`src/apt_cfg.svh`:
```
// Constants of the audio serial port
`ifndef APT_CFG_SVH
`define APT_CFG_SVH
`define APT_CLK_KHZ      100000
`define APT_PCM_BCLK_KHZ 2048
`define APT_PCM_FS_KHZ   8
`define APT_I2S_BCLK_KHZ 1536
`define APT_I2S_FS_KHZ   48
// Half period rounds up so the clock never runs fast
`define APT_HALF(k)      ((`APT_CLK_KHZ + 2 * (k) - 1) / (2 * (k)))
`define APT_PCM_HALF     6'(`APT_HALF(`APT_PCM_BCLK_KHZ))
`define APT_I2S_HALF     6'(`APT_HALF(`APT_I2S_BCLK_KHZ))
`define APT_PCM_LAST     8'(`APT_PCM_BCLK_KHZ / `APT_PCM_FS_KHZ - 1)
`define APT_I2S_LAST     5'(`APT_I2S_BCLK_KHZ / `APT_I2S_FS_KHZ - 1)
`define APT_WS_HIGH      5'hF
`define APT_SLOT_LAST    8'hF
`define APT_OFF_CTRL     5'h00
`define APT_OFF_STAT     5'h04
`define APT_OFF_TXA      5'h08
`define APT_OFF_TXB      5'h0C
`define APT_OFF_RXA      5'h10
`define APT_OFF_RXB      5'h14
`define APT_C_EN         0
`define APT_C_I2S        1
`define APT_C_MST        2
`define APT_C_ENC        4:3
`define APT_C_USB        5
`define APT_C_VOL        7:6
`define APT_S_RX         0
`define APT_S_TX         1
`define APT_S_ACT        2
`define APT_S_CLK        3
`endif

```
`src/apt_pkg.sv`:
```
// Types of the audio serial port
package apt_pkg;
  typedef enum logic [1:0] {
    APT_ENC_LIN  = 2'h0,
    APT_ENC_ALAW = 2'h1,
    APT_ENC_ULAW = 2'h2,
    APT_ENC_RSV  = 2'h3
  } apt_enc_e;
  typedef enum logic {
    APT_PCM = 1'h0,
    APT_I2S = 1'h1
  } apt_mode_e;
  typedef struct packed {
    logic [2:0] s1;
    logic [2:0] s2;
    logic [2:0] s3;
  } apt_sync_s;
  typedef struct packed {
    logic [5:0] cnt;
    logic       bclk;
    logic       rise;
    logic       fall;
  } apt_bclk_s;
  typedef struct packed {
    logic        en;
    apt_mode_e   mode;
    logic        mst;
    apt_enc_e    enc;
    logic        usb;
    logic [1:0]  vol;
    logic        st_rx;
    logic        st_tx;
    logic [15:0] tx_a;
    logic [15:0] tx_b;
    logic [15:0] rx_a;
    logic [15:0] rx_b;
    logic        waitreq;
    logic [31:0] rdata;
    logic [7:0]  cnt;
    logic        act;
    logic [31:0] sh_tx;
    logic [31:0] sh_rx;
    logic        dout;
    logic        dout_oe;
    logic        cs;
    logic        cs_oe;
    logic        bclk_oe;
    logic [15:0] usb_data;
    logic        usb_vld;
  } apt_port_s;
endpackage

```
`src/apt_sync.sv`:
```
// Two-flop synchroniser for the pin inputs
`timescale 1ns/1ns
module apt_sync (
  input  logic       clk_i,
  input  logic       rst_i,
  input  logic [2:0] d_i,
  output logic [2:0] q_o,
  output logic [2:0] qd_o
);
  apt_pkg::apt_sync_s s, n;

  // First stage feeds only the second
  always_comb begin
    n    = s;
    n.s1 = d_i;
    n.s2 = s.s1;
    n.s3 = s.s2;
  end

  always_ff @(posedge clk_i) begin
    if (rst_i) begin
      s <= '0;
    end else begin
      s <= n;
    end
  end

  assign q_o  = s.s2;
  assign qd_o = s.s3;
endmodule

```
`src/apt_bclk.sv`:
```
// Bit clock divider with edge pulses
`timescale 1ns/1ns
module apt_bclk (
  input  logic       clk_i,
  input  logic       rst_i,
  input  logic       run_i,
  input  logic [5:0] half_i,
  output logic       bclk_o,
  output logic       rise_o,
  output logic       fall_o
);
  apt_pkg::apt_bclk_s s, n;

  // Pulses stand in the cycle the clock level changes
  always_comb begin
    n      = s;
    n.rise = 1'h0;
    n.fall = 1'h0;
    if (!run_i) begin
      n.cnt  = 6'h0;
      n.bclk = 1'h0;
    end else if (s.cnt == half_i - 6'h1) begin
      n.cnt  = 6'h0;
      n.bclk = ~s.bclk;
      n.rise = ~s.bclk;
      n.fall = s.bclk;
    end else begin
      n.cnt = s.cnt + 6'h1;
    end
  end

  always_ff @(posedge clk_i) begin
    if (rst_i) begin
      s <= '0;
    end else begin
      s <= n;
    end
  end

  assign bclk_o = s.bclk;
  assign rise_o = s.rise;
  assign fall_o = s.fall;
endmodule

```
`src/apt_port.sv`:
```
// PCM / I2S audio serial port with Avalon-MM registers
`timescale 1ns/1ns
`include "apt_cfg.svh"
module apt_port (
  input  logic        clk_i,
  input  logic        rst_i,
  input  logic [4:0]  avs_address_i,
  input  logic        avs_read_i,
  input  logic        avs_write_i,
  input  logic [31:0] avs_writedata_i,
  input  logic [3:0]  avs_byteenable_i,
  output logic [31:0] avs_readdata_o,
  output logic        avs_waitrequest_o,
  input  logic        bclk_i,
  output logic        bclk_o,
  output logic        bclk_oe_o,
  input  logic        channel_select_pin_i,
  output logic        channel_select_pin_o,
  output logic        channel_select_pin_oe_o,
  input  logic        din_i,
  output logic        dout_o,
  output logic        dout_oe_o,
  output logic [15:0] usb_data_o,
  output logic        usb_valid_o
);
  apt_pkg::apt_port_s s, n;
  logic [2:0] pin_q;
  logic [2:0] pin_qd;
  logic       run;
  logic       g_rise;
  logic       g_fall;
  logic       rise;
  logic       fall;
  logic       fs;
  logic [5:0] half;
  logic [7:0] gap;

  function automatic logic [31:0] be_merge(input logic [31:0] o, input logic [31:0] w,
                                           input logic [3:0] be);
    logic [31:0] r;
    r = o;
    for (int i = 0; i < 4; i++) begin
      if (be[i]) begin
        r[8*i+:8] = w[8*i+:8];
      end
    end
    return r;
  endfunction

  function automatic logic [31:0] ctrl_word(input apt_pkg::apt_port_s x);
    logic [31:0] r;
    r = 32'h0;
    r[`APT_C_EN]  = x.en;
    r[`APT_C_I2S] = x.mode;
    r[`APT_C_MST] = x.mst;
    r[`APT_C_ENC] = x.enc;
    r[`APT_C_USB] = x.usb;
    r[`APT_C_VOL] = x.vol;
    return r;
  endfunction

  // Companding itself is left to software; bytes ride in the upper half
  function automatic logic [15:0] tx_fmt(input logic [15:0] w, input apt_pkg::apt_enc_e e,
                                         input logic [1:0] v);
    if (e == apt_pkg::APT_ENC_LIN) begin
      return {w[15:2], v};
    end
    return {w[7:0], 8'h00};
  endfunction

  function automatic logic [15:0] rx_fmt(input logic [15:0] w, input apt_pkg::apt_enc_e e);
    if (e == apt_pkg::APT_ENC_LIN) begin
      return w;
    end
    return {8'h00, w[15:8]};
  endfunction

  apt_sync u_sync (
    .clk_i (clk_i),
    .rst_i (rst_i),
    .d_i   ({bclk_i, channel_select_pin_i, din_i}),
    .q_o   (pin_q),
    .qd_o  (pin_qd)
  );

  assign run  = s.en && (s.mode == apt_pkg::APT_I2S || s.mst);
  assign half = (s.mode == apt_pkg::APT_I2S) ? `APT_I2S_HALF : `APT_PCM_HALF;

  apt_bclk u_bclk (
    .clk_i  (clk_i),
    .rst_i  (rst_i),
    .run_i  (run),
    .half_i (half),
    .bclk_o (bclk_o),
    .rise_o (g_rise),
    .fall_o (g_fall)
  );

  // Slave edges lag the pin by the synchroniser; data lags equally
  assign rise = run ? g_rise : (pin_q[2] & ~pin_qd[2]);
  assign fall = run ? g_fall : (~pin_q[2] & pin_qd[2]);
  assign fs   = s.mst ? s.cs : pin_q[1];

  always_comb begin
    logic [31:0] w;
    logic [31:0] rsh;
    logic [4:0]  nc;
    w         = 32'h0;
    rsh       = 32'h0;
    nc        = 5'h0;
    n         = s;
    n.waitreq = 1'h1;
    n.usb_vld = 1'h0;
    // One access per request, answered after one wait cycle
    if ((avs_read_i || avs_write_i) && s.waitreq) begin
      n.waitreq = 1'h0;
      n.rdata   = 32'h0;
      case (avs_address_i)
        `APT_OFF_CTRL: begin
          n.rdata = ctrl_word(s);
          if (avs_write_i) begin
            w      = be_merge(ctrl_word(s), avs_writedata_i, avs_byteenable_i);
            n.en   = w[`APT_C_EN];
            n.mode = apt_pkg::apt_mode_e'(w[`APT_C_I2S]);
            n.mst  = w[`APT_C_MST];
            n.enc  = apt_pkg::apt_enc_e'(w[`APT_C_ENC]);
            n.usb  = w[`APT_C_USB];
            n.vol  = w[`APT_C_VOL];
          end
        end
        `APT_OFF_STAT: begin
          n.rdata[`APT_S_RX]  = s.st_rx;
          n.rdata[`APT_S_TX]  = s.st_tx;
          n.rdata[`APT_S_ACT] = s.act;
          n.rdata[`APT_S_CLK] = s.bclk_oe;
          if (avs_write_i && avs_byteenable_i[0]) begin
            n.st_rx = s.st_rx & ~avs_writedata_i[`APT_S_RX];
            n.st_tx = s.st_tx & ~avs_writedata_i[`APT_S_TX];
          end
        end
        `APT_OFF_TXA: begin
          n.rdata = {16'h0, s.tx_a};
          if (avs_write_i) begin
            w      = be_merge({16'h0, s.tx_a}, avs_writedata_i, avs_byteenable_i);
            n.tx_a = w[15:0];
          end
        end
        `APT_OFF_TXB: begin
          n.rdata = {16'h0, s.tx_b};
          if (avs_write_i) begin
            w      = be_merge({16'h0, s.tx_b}, avs_writedata_i, avs_byteenable_i);
            n.tx_b = w[15:0];
          end
        end
        `APT_OFF_RXA: begin
          n.rdata = {16'h0, s.rx_a};
        end
        `APT_OFF_RXB: begin
          n.rdata = {16'h0, s.rx_b};
        end
        default: begin
          n.rdata = 32'h0;
        end
      endcase
    end
    n.bclk_oe = run;
    n.cs_oe   = run;
    // Frame events come after the bus so a set beats a clear
    if (!s.en) begin
      n.act     = 1'h0;
      n.cnt     = 8'h0;
      n.cs      = 1'h0;
      n.dout_oe = 1'h0;
    end else if (s.mode == apt_pkg::APT_PCM) begin
      if (rise) begin
        if (s.mst) begin
          n.cs = (s.cnt == `APT_PCM_LAST);
        end
        n.dout    = s.sh_tx[31];
        n.dout_oe = s.act && !s.usb;
      end
      if (fall) begin
        if (fs) begin
          n.cnt   = 8'h0;
          n.act   = 1'h1;
          n.st_tx = 1'h1;
          n.sh_tx = {16'h0, tx_fmt(s.tx_a, s.enc, s.vol)} << 16;
          if (s.usb) begin
            n.usb_data = tx_fmt(s.tx_a, s.enc, s.vol);
            n.usb_vld  = 1'h1;
          end
        end else begin
          n.cnt = s.cnt + 8'h1;
          if (s.act) begin
            rsh     = {s.sh_rx[30:0], pin_q[0]};
            n.sh_rx = rsh;
            n.sh_tx = s.sh_tx << 1;
            if (s.cnt == `APT_SLOT_LAST) begin
              n.act     = 1'h0;
              n.dout_oe = 1'h0;
              n.rx_a    = rx_fmt(rsh[15:0], s.enc);
              n.st_rx   = 1'h1;
            end
          end
        end
      end
    end else begin
      // Channel select leads the data by one bit
      if (fall) begin
        nc        = s.cnt[4:0] + 5'h1;
        n.cnt     = {3'h0, nc};
        n.dout_oe = 1'h1;
        n.cs      = nc >= `APT_WS_HIGH && nc != `APT_I2S_LAST;
        if (nc == 5'h0) begin
          n.sh_tx = {s.tx_a, s.tx_b};
          n.dout  = s.tx_a[15];
          n.st_tx = 1'h1;
        end else begin
          n.dout = s.sh_tx[~nc];
        end
      end
      if (rise) begin
        rsh     = {s.sh_rx[30:0], pin_q[0]};
        n.sh_rx = rsh;
        if (s.cnt[4:0] == `APT_I2S_LAST) begin
          n.rx_a  = rsh[31:16];
          n.rx_b  = rsh[15:0];
          n.st_rx = 1'h1;
        end
      end
    end
  end

  always_ff @(posedge clk_i) begin
    if (rst_i) begin
      s         <= '0;
      s.waitreq <= 1'h1;
    end else begin
      s <= n;
    end
  end

  assign avs_readdata_o          = s.rdata;
  assign avs_waitrequest_o       = s.waitreq;
  assign bclk_oe_o               = s.bclk_oe;
  assign channel_select_pin_o    = s.cs;
  assign channel_select_pin_oe_o = s.cs_oe;
  assign dout_o                  = s.dout;
  assign dout_oe_o               = s.dout_oe;
  assign usb_data_o              = s.usb_data;
  assign usb_valid_o             = s.usb_vld;

  // Cycles since the last generated clock edge
  always_ff @(posedge clk_i) begin
    // Preload all ones so the first half period counts like the rest
    if (rst_i || !run) begin
      gap <= 8'hFF;
    end else if (rise || fall) begin
      gap <= 8'h0;
    end else if (gap != 8'hFE) begin
      gap <= gap + 8'h1;
    end
  end

  a_bclk_half_pcm: assert property (@(posedge clk_i) disable iff (rst_i)
    (run && s.mode == apt_pkg::APT_PCM && (rise || fall)) |-> gap == {2'h0, `APT_PCM_HALF - 6'h1})
    else $error("PCM bit clock half period wrong");
  a_bclk_half_i2s: assert property (@(posedge clk_i) disable iff (rst_i)
    (run && s.mode == apt_pkg::APT_I2S && (rise || fall)) |-> gap == {2'h0, `APT_I2S_HALF - 6'h1})
    else $error("I2S bit clock half period wrong");
  a_pcm_launch_rise: assert property (@(posedge clk_i) disable iff (rst_i)
    (s.en && s.mode == apt_pkg::APT_PCM && $rose(s.dout_oe)) |-> $past(rise))
    else $error("PCM output enabled off a rising edge");
  a_pcm_hiz_fall: assert property (@(posedge clk_i) disable iff (rst_i)
    (s.en && s.mode == apt_pkg::APT_PCM && !s.usb && $fell(s.dout_oe)) |-> $past(fall))
    else $error("PCM output released off a falling edge");
  a_slot_sixteen: assert property (@(posedge clk_i) disable iff (rst_i)
    (s.en && s.mode == apt_pkg::APT_PCM && $fell(s.act)) |-> $past(s.cnt) == `APT_SLOT_LAST)
    else $error("PCM slot not sixteen bits");
  a_frame_start: assert property (@(posedge clk_i) disable iff (rst_i)
    (s.en && s.mode == apt_pkg::APT_PCM && fall && fs && !avs_write_i)
    |=> (s.cnt == 8'h0 && s.act))
    else $error("PCM frame not started by sync");
  a_sync_pulse: assert property (@(posedge clk_i) disable iff (rst_i)
    (s.en && s.mode == apt_pkg::APT_PCM && s.mst && $rose(s.cs))
    |-> ($past(rise) && $past(s.cnt) == `APT_PCM_LAST))
    else $error("PCM sync raised at wrong bit");
  a_ws_channel: assert property (@(posedge clk_i) disable iff (rst_i)
    (s.en && s.mode == apt_pkg::APT_I2S && $past(fall) && $past(s.mode) == apt_pkg::APT_I2S)
    |-> s.cs == (s.cnt[4:0] inside {[5'hF:5'h1E]}))
    else $error("I2S channel select wrong");
  a_i2s_master: assert property (@(posedge clk_i) disable iff (rst_i)
    (s.en && s.mode == apt_pkg::APT_I2S && $past(s.en) && $past(s.mode) == apt_pkg::APT_I2S)
    |-> (s.bclk_oe && s.cs_oe))
    else $error("I2S not driving clock and select");
  a_slave_inputs: assert property (@(posedge clk_i) disable iff (rst_i)
    (s.mode == apt_pkg::APT_PCM && !s.mst && $past(s.mode) == apt_pkg::APT_PCM && !$past(s.mst))
    |-> (!s.bclk_oe && !s.cs_oe))
    else $error("PCM slave drives clock or sync");
  a_usb_route: assert property (@(posedge clk_i) disable iff (rst_i)
    (s.en && s.mode == apt_pkg::APT_PCM && s.usb && rise) |=> !s.dout_oe)
    else $error("PCM output driven while routed to USB");
  a_rx_on_fall: assert property (@(posedge clk_i) disable iff (rst_i)
    (s.en && s.mode == apt_pkg::APT_PCM && $changed(s.sh_rx)) |-> $past(fall))
    else $error("PCM input sampled off a falling edge");
endmodule

```
`config.mk`:
```
export PLATFORM = sky130hd
export DESIGN_NAME = apt_port
export DESIGN_NICKNAME = d
export VERILOG_FILES = /design/src/apt_pkg.sv /design/src/apt_sync.sv /design/src/apt_bclk.sv /design/src/apt_port.sv
export VERILOG_INCLUDE_DIRS = /design/src
export SDC_FILE = /design/constraint.sdc
export NUM_CORES = 1
export LEC_CHECK = 0
export BUFFER_PORTS_ARGS = -buffer_cell sky130_fd_sc_hd__buf_2
export CAP_MARGIN = 40
export CORE_MARGIN = 2
export CORE_UTILIZATION = 50
export CTS_BUF_LIST = sky130_fd_sc_hd__clkbuf_8
export DETAILED_ROUTE_END_ITERATION = 8
export HOLD_SLACK_MARGIN = 0.15
export PLACE_DENSITY = 0.74
export SYNTH_ARGS = -nofsm -noshare
export SYNTH_HDL_FRONTEND = slang
export SYNTH_SLANG_ARGS = --single-unit
```
`constraint.sdc`:
```
create_clock -name clk_i -period 7.25 [get_ports clk_i]
set_input_delay 0.725 -clock clk_i [delete_from_list [all_inputs] [get_ports clk_i]]
set_output_delay 0.725 -clock clk_i [all_outputs]
set_load 0.05 [all_outputs]
```
* Word level (Yosys, flattened, before mapping)
Cells that the tools add are included.
Operators by class: $lt $le $gt $ge 2, multiplexer cells 79, bitwise operators 16, equal/unequal tests 15, add/subtract/negate cells 4, reduce and logical (&&, ||, !) cells 35
Operator list (count):
- 16-bit two-way mux | 14
- 32-bit two-way mux | 6
- 73-bit two-way mux | 1
- 67-bit two-way mux | 1
- 65-bit two-way mux | 1
- 12-bit case mux with 5 select lines | 1
- 8-bit two-way mux | 6
- 41-bit two-way mux | 1
- 1-bit two-way mux | 36
- 34-bit two-way mux | 1
- 33-bit two-way mux | 1
- 4-bit AND reduction | 7
- 4-bit case mux with 6 select lines | 1
- 5-bit equality test (second input constant) | 3
- 1-bit inverter | 11
- 5-bit by 4-bit equality test with 1-bit output (second input constant) | 2
- 5-bit zero test | 2
- 2-bit two-way mux | 5
- 5-bit AND reduction | 2
- 2-bit nonzero test | 5
- 8-bit by 1-bit adder with 8-bit output (second input constant) | 1
- 8-bit by 4-bit equality test with 1-bit output (second input constant) | 1
- 8-bit equality test (second input constant) | 1
- 2-bit by 1-bit inequality test with 1-bit output (second input constant) | 4
- other kinds (25) | 37
Word-level totals: input port bits 48, output and inout port bits 56, word-level logic and storage cells 184, register bits after elaboration 218

* Longest topological paths before layout
Gate-level depths: netlist (run 1).
depth in word-level cells 14, gate-level depth with buffers 10, depth with buffers taken out 8

* Hierarchy
Synthesis (run 1) repeated with hierarchy kept, for this count alone.
Unflattened totals: cells, all modules 1149, area total of the unflattened synthesis 10079.7 um^2
Modules (own cells, without submodules):
- apt_port | cells each 1071, instances 1, area each 9313.9 um^2, seq. area each 3683.5 um^2
- apt_bclk | cells each 57, instances 1, area each 506.7 um^2, seq. area each 180.2 um^2
- apt_sync | cells each 21, instances 1, area each 259.0 um^2, seq. area each 180.2 um^2

* Least setup slack after synthesis (run 1)
OpenSTA, ideal clock, no wires.
path kind register -> register, start point reg s[87] (netlist name), end point reg s, in the netlist dout_o, library setup time 0.137 ns, path slack 4.861 ns, stages on the path, launching flop included 10, data required time 7.113 ns, period minus slack after synthesis 2.389 ns, arrival 2.253 ns, cell sequence dfxtp_1 buf_4 inv_1 ha_1 buf_1 mux4_2 mux2i_1 a21oi_1 o2111ai_1 a31oi_1
Between the ends: cells in the longest elaborated chain, start to end 7
RTL lines:
- start, declared | RTL line apt_port.sv:26 | apt_pkg::apt_port_s s, n;
- start signal, assigned | RTL line apt_port.sv:239 | s <= n;
- 5-bit by 1-bit adder with 5-bit output * | RTL line apt_port.sv:210 | nc = s.cnt[4:0] + 5'h1;
- 5-bit inverter | RTL line apt_port.sv:219 | n.dout = s.sh_tx[~nc];
- 1-bit binary-select mux with 5-bit select | RTL line apt_port.sv:219
- 1-bit two-way mux (not written as such) | RTL line apt_port.sv:219
- 1-bit two-way mux * | RTL line apt_port.sv:214 | if (nc == 5'h0) begin
- 3-bit two-way mux * | RTL line apt_port.sv:209 | if (fall) begin
- 67-bit two-way mux * | RTL line apt_port.sv:174 | end else if (s.mode == apt_pkg::APT_PCM) begin
Mark *: on every way between the ends. The rest lies on a longest branch, timed or not. The select of a mux whose other input is x is not followed. A chain may end at the register's enable or synchronous reset.

* Worst setup path in the final report (run 1)
start point reg s[87] (netlist name), end point reg s[54] (netlist name)
Between the ends: cells in the longest elaborated chain, start to end 4
RTL lines (RTL line):
- 5-bit by 1-bit adder with 5-bit output | apt_port.sv:210
- 5-bit zero test | apt_port.sv:214
- 2-bit by 1-bit inequality test with 1-bit output (no line)
- 4-bit AND reduction (no line)
No other way between the ends.

==> summary.md, run 1 <==
| Metric | Value |
|---|---|
| Average size of a mapped cell | 8.47 µm² |
| LEAKAGE | 3.22 nW |
| Worst EP arrival | 3400 ps |
| WL final | 24200 µm |
| Via count | 7823 |
| Gpl congestion | 0.892 |
| Most common cell after layout, fill and taps aside | dfxtp_1 |
| Clock slew at reported path FFs | 100 ps |
| Async set-reset flop share out of synthesis | 0% |
| Synth Area in XOR/XNOR | 0.853% |
| Cells after Synth | 1074 |
| Reg2Reg Depth | 8 |
| Worst path max stage delay | 630 ps |
| Top Ports | 104 |
| Resize count post-CTS | 0 |
| Cts hold-fix bufs | 0 |
| Clock Latency Late Sink | 480 ps |
| Starting density of the core | 50.8% |
| Fin crit period | 3050 ps |
| Reg-to-reg critical path endpoint | s[54]$_SDFFE_PP0P_ |
| Rel. slew slack | 38.1% |
| Clock Tree Buf Depth | 2 |
| Routed Antenna Nets | 0 |
| RSZ-0062 raised after global routing | false |
| Seq/Total Area, Yosys | 44.0% |
| Clock root buffer | clkbuf_8 |
| H-tree depth | 4 |
| Post-CTS Setup Bufs | 0 |
| Required @ worst endpoint | 7600 ps |
| CTS tree | done |
| # fillers | 1699 |
| Peak VDD IR | 0.000131 V |
| Pwr per Cell Area | 197 mW/mm² |
| Crit-path max FO | 38 |
| Initial drt markers | 951 |
| IO Port Bufs | 69 |
| Most used cell, CP | ha_1 |
| WL per Instance | 18.5 µm |
| Simple-gate area share of the yosys netlist | 19.4% |
| Least-Margin Pin Slew | 911 ps |
| Num CTS Buffers | 17 |
| CP Launch Type | flop |
| Setup WS post-layout | 4200 ps |
| Num rows | 49 |
| Die Height | 139 µm |
| Post-synthesis adder-cell area fraction | 0.825% |
| Cell Count, Final, Fillers Out | 1307 |
| Slowest CP cell | dfxtp_1 |
| GRT overflow | 0 |
| Worst Setup End Kind | flop |
| Ant. Diodes | 0 |
| Full die area | 0.0193 mm² |
| Register bit total from synthesis | 200 |
| Fin crit share | 42.1% |
| Outcome | completed |
| Area of the multi-input gates | 0.00436 mm² |
| Synth Area in Compound Gates | 20.6% |
| Synth cell types | 60 |
| R2R Setup Slk | 4200 ps |
| Layout area overhead | 5.10% |
| Synth Warn # | 0 |
| Hold_ws | 447 ps |
| Post-Syn Area | 0.00910 mm² |
| Initial DRT Pass Iterations | 6 |
| Register Area | 0.00401 mm² |
| R2R Path Start | s[87]$_SDFFE_PP0P_ |
| EDFF count, synth | 0 |
| Largest net degree at the start of global routing | 108 |
| Worst slack, placed | 4230 ps |
| Global-route wire length before repair | 38200 µm |
| Hold path depth | 1 |
| Core Area | 0.0179 mm² |
| Setup Skew | 13.1 ps |
| Share of cells above drive strength 1 | 13.3% |
| Drt via density | 5.99 |
| CP Cell Sequence | ha_1 -> and3_1 -> ha_1 -> and4b_1 -> o21a_2 -> buf_12 -> mux2i_1 -> nor2_1 |
| Vias in the first global route | 7051 |
| Hold endpoint | u_sync.q_o[1]$_SDFF_PP0_ |
| HP Class | flop to flop |
| Largest family of logic cells by synthesized area | compound AO/OA/AOI/OAI gates |
| Commonest non-fill, non-tap cells in the layout | dfxtp_1 (199), nand2_1 (175), nor2_1 (125) |
| Detailed Place HPWL | 16500 µm |
| Mux cell area share after synthesis | 5.56% |
| Max-Cap Viols | 0 |
| Fin. max-slew vios | 0 |
| Most frequently used flop master after synthesis | dfxtp_1 |
| Final setup vio count | 0 |
| Die W | 139 µm |
| Fin. Hold Viols | 0 |
| Sink Count | 200 |
| Setup_tns | 0 ps |
| Initial antenna violation count | 0 |
| Layout Nets | 1119 |
| Hold_sp | u_sync.n[4]$_SDFF_PP0_ |
| Max Clock Freq | 0.328 GHz |
| Inst Count DP | 1275 |
| Crit path kind | flop to flop |
| DRC violation count after routing | 0 |
| Tot GR Track Use | 24.5% |
## where the power goes
part | switching (mW) | leakage (nW) | internal (mW)
logic | 0.0756 | 1.42 | 0.0203
registers | 0.00609 | 1.61 | 1.10
clock network | 0.404 | 0.183 | 0.273
## synthesized netlist by cell type, drive strengths merged (4+ instances only)
library cell | count | area share [%]
a211oi | 50 | 4.3
a21oi | 119 | 6.5
a221oi | 4 | 0.38
a222oi | 21 | 2.3
a22oi | 38 | 3.1
a311oi | 16 | 1.6
and2 | 5 | 0.34
and3 | 10 | 0.69
buf | 82 | 6.5
clkbuf | 47 | 1.9
dfxtp | 200 | 44
ha | 6 | 0.83
inv | 8 | 0.33
mux2i | 34 | 3.8
mux4 | 6 | 1.5
nand2 | 175 | 7.2
nand2b | 4 | 0.27
nand3 | 43 | 2.4
nand3b | 4 | 0.33
nor2 | 126 | 5.2
nor2b | 10 | 0.69
nor3 | 7 | 0.50
nor3b | 4 | 0.44
o21a | 4 | 0.33
o21ai | 12 | 0.78
xnor2 | 5 | 0.48
## sequential cells by signal (all words and copies together), names as in the netlist, 3 cells and up
name            flops
s                 146
avs_readdata_o     16
usb_data_o         16
u_bclk.s            6
u_sync.n            3
u_sync.q_o          3
## worst max-delay path, delay by kind of cell, from the launching register on
family	cells	cell delay [ps]
and+or+nand+nor	3	690
DFF	1	630
adders and majority gates	2	620
AOI/OAI and AO/OA	1	490
buffers and inverters	1	270
muxes	1	210
## how the worst max path moves through the flow
stage	cells after the start	end	slack, ps	start
floorplan	9	dout_o$_SDFFE_PP0P_	4860	s[87]$_SDFFE_PP0P_
global route	8	s[66]$_SDFFE_PP0P_	3980	s[87]$_SDFFE_PP0P_
finish	8	s[54]$_SDFFE_PP0P_	4200	s[87]$_SDFFE_PP0P_
detailed placement	8	s[54]$_SDFFE_PP0P_	4230	s[87]$_SDFFE_PP0P_
global placement	7	s[45]$_SDFFE_PP0P_	3650	s[199]$_SDFFE_PP0P_
CTS	8	s[54]$_SDFFE_PP0P_	4210	s[87]$_SDFFE_PP0P_
## logic make-up (layout without fill, tap and decap cells)
logic type,count (synthesis),in the layout
and+or+nand+nor,403,403
AOI/OAI and AO/OA,277,277
DFF,200,200
buffers and inverters,137,126
muxes,42,42
xor gates and xnor gates,8,8
adders and majority gates,6,6
other,1,16
## final cells by class
cell class / count / share of cell area (%)
inverter: 8 / 0.314
tap: 229 / 3.00
clock buffer: 17 / 2.45
multi-input combinational: 752 / 45.6
sequential: 200 / 41.9
clock inverter: 15 / 1.35
timing repair buffer: 86 / 5.42
## routing by layer
layer	vias up	share of wire [%]	wire (µm)	track usage [%]
met5	-	0	0	0
met4	0	4.0	964	11.2
met3	53	6.7	1620	3.73
met2	293	46	11100	37.5
met1	3733	44	10500	34.4
li1	3744	-	-	-
## through the flow
step	utilization [%]	area [µm²]	total power, mW
2_1_floorplan	-	9160	1.21
3_3_place_gp	50.9	9120	1.23
3_5_place_dp	51.4	9200	1.23
4_1_cts	53.4	9560	1.89
5_1_grt	53.4	9560	1.94
6_report	53.4	9560	1.88
No activity file was read; power rests on OpenSTA's default activity.
==> run 2: changes to the inputs <==
- PLACE_DENSITY: 0.74 -> 0.77
- clock period: 7.25 -> 2.55 ns (I/O delays scaled with it)
==> summary.md, run 2 (synthesized netlist as in run 1, its figures left out) <==
| Metric | Value |
|---|---|
| Met2 Use GR | 38.8% (+1.4 points) |
| M1 GR Usage | 32.2% (-2.2 points) |
| Biggest register | s |
| GRT overflow | 0 (unchanged) |
| Detailed Place HPWL | 16800 µm (+1.8%) |
| Peak VDD IR | 0.000308 V (+140%) |
| Worst slack, placed | 13.1 ps (-4220 ps) |
| Hold_sp | rst_i |
| Hold endpoint | u_sync.q_o[1]$_SDFF_PP0_ |
| Vias in the first global route | 7157 (+1.5%) |
| Share of cells above drive strength 1 | 14.2% (+0.96 points) |
| Crit path kind | flop to flop |
| DRC violation count after routing | 0 (unchanged) |
| Clock root buffer | clkbuf_8 |
| Most common cell after layout, fill and taps aside | dfxtp_1 |
| Die Height | 139 µm (unchanged) |
| Slowest CP cell | xnor2_1 |
| Via count | 7904 (+1.0%) |
| WL final | 24200 µm (-0.25%) |
| Ant. Diodes | 0 (unchanged) |
| CP Launch Type | flop |
| Fin crit period | 2460 ps (-590 ps) |
| Fin. Hold Viols | 0 (unchanged) |
| Grt peak-use layer | met2 |
| Hold path depth | 2 (+1) |
| Fin. max-slew vios | 0 (unchanged) |
| Outcome | completed |
| Crit-path max FO | 9 (-76%) |
| CP delay by family, top | compound AO/OA/AOI/OAI gates |
| Core Area | 0.0179 mm² (unchanged) |
| RSZ-0062 raised after global routing | true |
| Num CTS Buffers | 17 (unchanged) |
| Initial DRT Pass Iterations | 6 (unchanged) |
| Reg-to-reg critical path endpoint | dout_o$_SDFFE_PP0P_ |
| IO Port Bufs | 69 (unchanged) |
| Full die area | 0.0193 mm² (unchanged) |
| Initial drt markers | 806 (-15%) |
| Initial antenna violation count | 0 (unchanged) |
| Pwr per Cell Area | 555 mW/mm² (+180%) |
| Rel. slew slack | 50.8% (+13 points) |
| Global Route met3 Usage | 3.21% (-0.52 points) |
| Worst path max stage delay | 430 ps (-200 ps) |
| Num rows | 49 (unchanged) |
| Final setup vio count | 0 (unchanged) |
| Commonest non-fill, non-tap cells in the layout | dfxtp_1 (198), nand2_1 (175), nor2_1 (125) |
| Starting density of the core | 50.8% (unchanged) |
| Setup WS post-layout | 89.6 ps (-4110 ps) |
| Clock Tree Buf Depth | 2 (unchanged) |
| Sink Count | 200 (unchanged) |
| Max reg flops | 146 (unchanged) |
| Top Ports | 104 (unchanged) |
| WL per Instance | 18.0 µm (-2.7%) |
| Layout area overhead | 8.92% |
| R2R Setup Slk | 90 ps (-4110 ps) |
| Die W | 139 µm (unchanged) |
| Max Clock Freq | 0.406 GHz (+24%) |
| Total power | 5.50 mW (+190%) |
| Layout Nets | 1153 (+3.0%) |
| Tot GR Track Use | 24.4% (-0.15 points) |
| Post-CTS Setup Bufs | 0 (unchanged) |
| Hold_ws | 230 ps (-217 ps) |
| H-tree depth | 4 (unchanged) |
| CTS tree | done |
| Gpl congestion | 0.903 (+1.2%) |
| HP Class | primary input to flop |
| R2R Path Start | s[87]$_SDFFE_PP0P_ |
| Crit path buf inv count | 1 (unchanged) |
| Worst EP arrival | 2810 ps (-590 ps) |
| Fin crit share | 96.5% (+54 points) |
| Clock Latency Late Sink | 470 ps (about the same) |
| Routed Antenna Nets | 0 (unchanged) |
| Drt via density | 5.90 (-1.5%) |
| Setup Skew | 10.8 ps (-2.32 ps) |
| Clock slew at reported path FFs | 100 ps (about the same) |
| Least-Margin Pin Slew | 737 ps (-174 ps) |
| Max-Cap Viols | 0 (unchanged) |
| Global-route wire length before repair | 37700 µm (-1.2%) |
| Worst Setup End Kind | flop |
| Largest net degree at the start of global routing | 110 (+1.9%) |
| LEAKAGE | 3.40 nW (+5.7%) |
| Reg2Reg Depth | 8 (unchanged) |
| CP Cell Sequence | ha_1 -> xnor2_1 -> buf_4 -> mux4_2 -> mux2i_1 -> a21oi_1 -> o2111ai_1 -> a31oi_1 |
| Required @ worst endpoint | 2900 ps (-4700 ps) |
run 2: cell count changes in the layout (fill, tap and decap cells not counted), sizes merged:
cell         before  now
dlygate4sd3       0   19
buf              86  101
clkbuf           17   20
clkinv            4    2
clkinvlp          4    2
bufinv            1    2
inv              14   13
run 2: worst max-delay path by stage:
stage	from	endpoint	slack (ps)	depth (start not counted)
after detailed placement	s[87]$_SDFFE_PP0P_	s[70]$_SDFFE_PP0P_	10	8
after CTS	s[87]$_SDFFE_PP0P_	dout_o$_SDFFE_PP0P_	50	8
after global routing	s[87]$_SDFFE_PP0P_	dout_o$_SDFFE_PP0P_	-40	8
after floorplan	s[87]$_SDFFE_PP0P_	dout_o$_SDFFE_PP0P_	160	9
final	s[87]$_SDFFE_PP0P_	dout_o$_SDFFE_PP0P_	90	8
after global placement	s[87]$_SDFFE_PP0P_	s[54]$_SDFFE_PP0P_	130	8
run 2: per-stage QoR:
stage               setup TNS, ps  util, %  area [µm²]  instances
floorplan                       0        -        9160       1089
global placement                0     52.0        9310       1290
detailed placement              0     52.0        9310       1290
CTS                             0     55.3        9900       1340
global route                -44.6     55.4        9910       1340
finish                          0     55.4        9910       1340
run 2: final cells by class:
type	count	area [µm²]
Clock inverter	11	123
Fill cell	1621	7990
Sequential cell	200	4010
Inverter	8	30.0
Multi-Input combinational cell	752	4370
Clock buffer	20	275
Tap cell	229	287
Timing Repair Buffer	120	823
run 2: per-layer routing:
layer / wire length, µm / vias to the layer above
met5: 0 / -
met4: 1100 / 0
met3: 1780 / 66
met2: 11100 / 311
met1: 10200 / 3725
li1: - / 3802
run 2: power breakdown:
| part | leakage, nW | switching, mW | internal (mW) |
|---|---|---|---|
| Clock | 0.205 | 1.09 | 0.947 |
| Combinational | 1.58 | 0.222 | 0.0820 |
| Sequential | 1.61 | 0.0153 | 3.14 |
run 2: repair_timing:
| item | 4_1_cts | 5_1_grt |
|---|---|---|
| endpoints found under the setup margin | 1 | 42 |
| pin swaps | 0 | 0 |
| gates resized for setup | 1 | 3 |
| hold buffers | 19 | 0 |
| endpoints found under the hold margin | 43 | 0 |
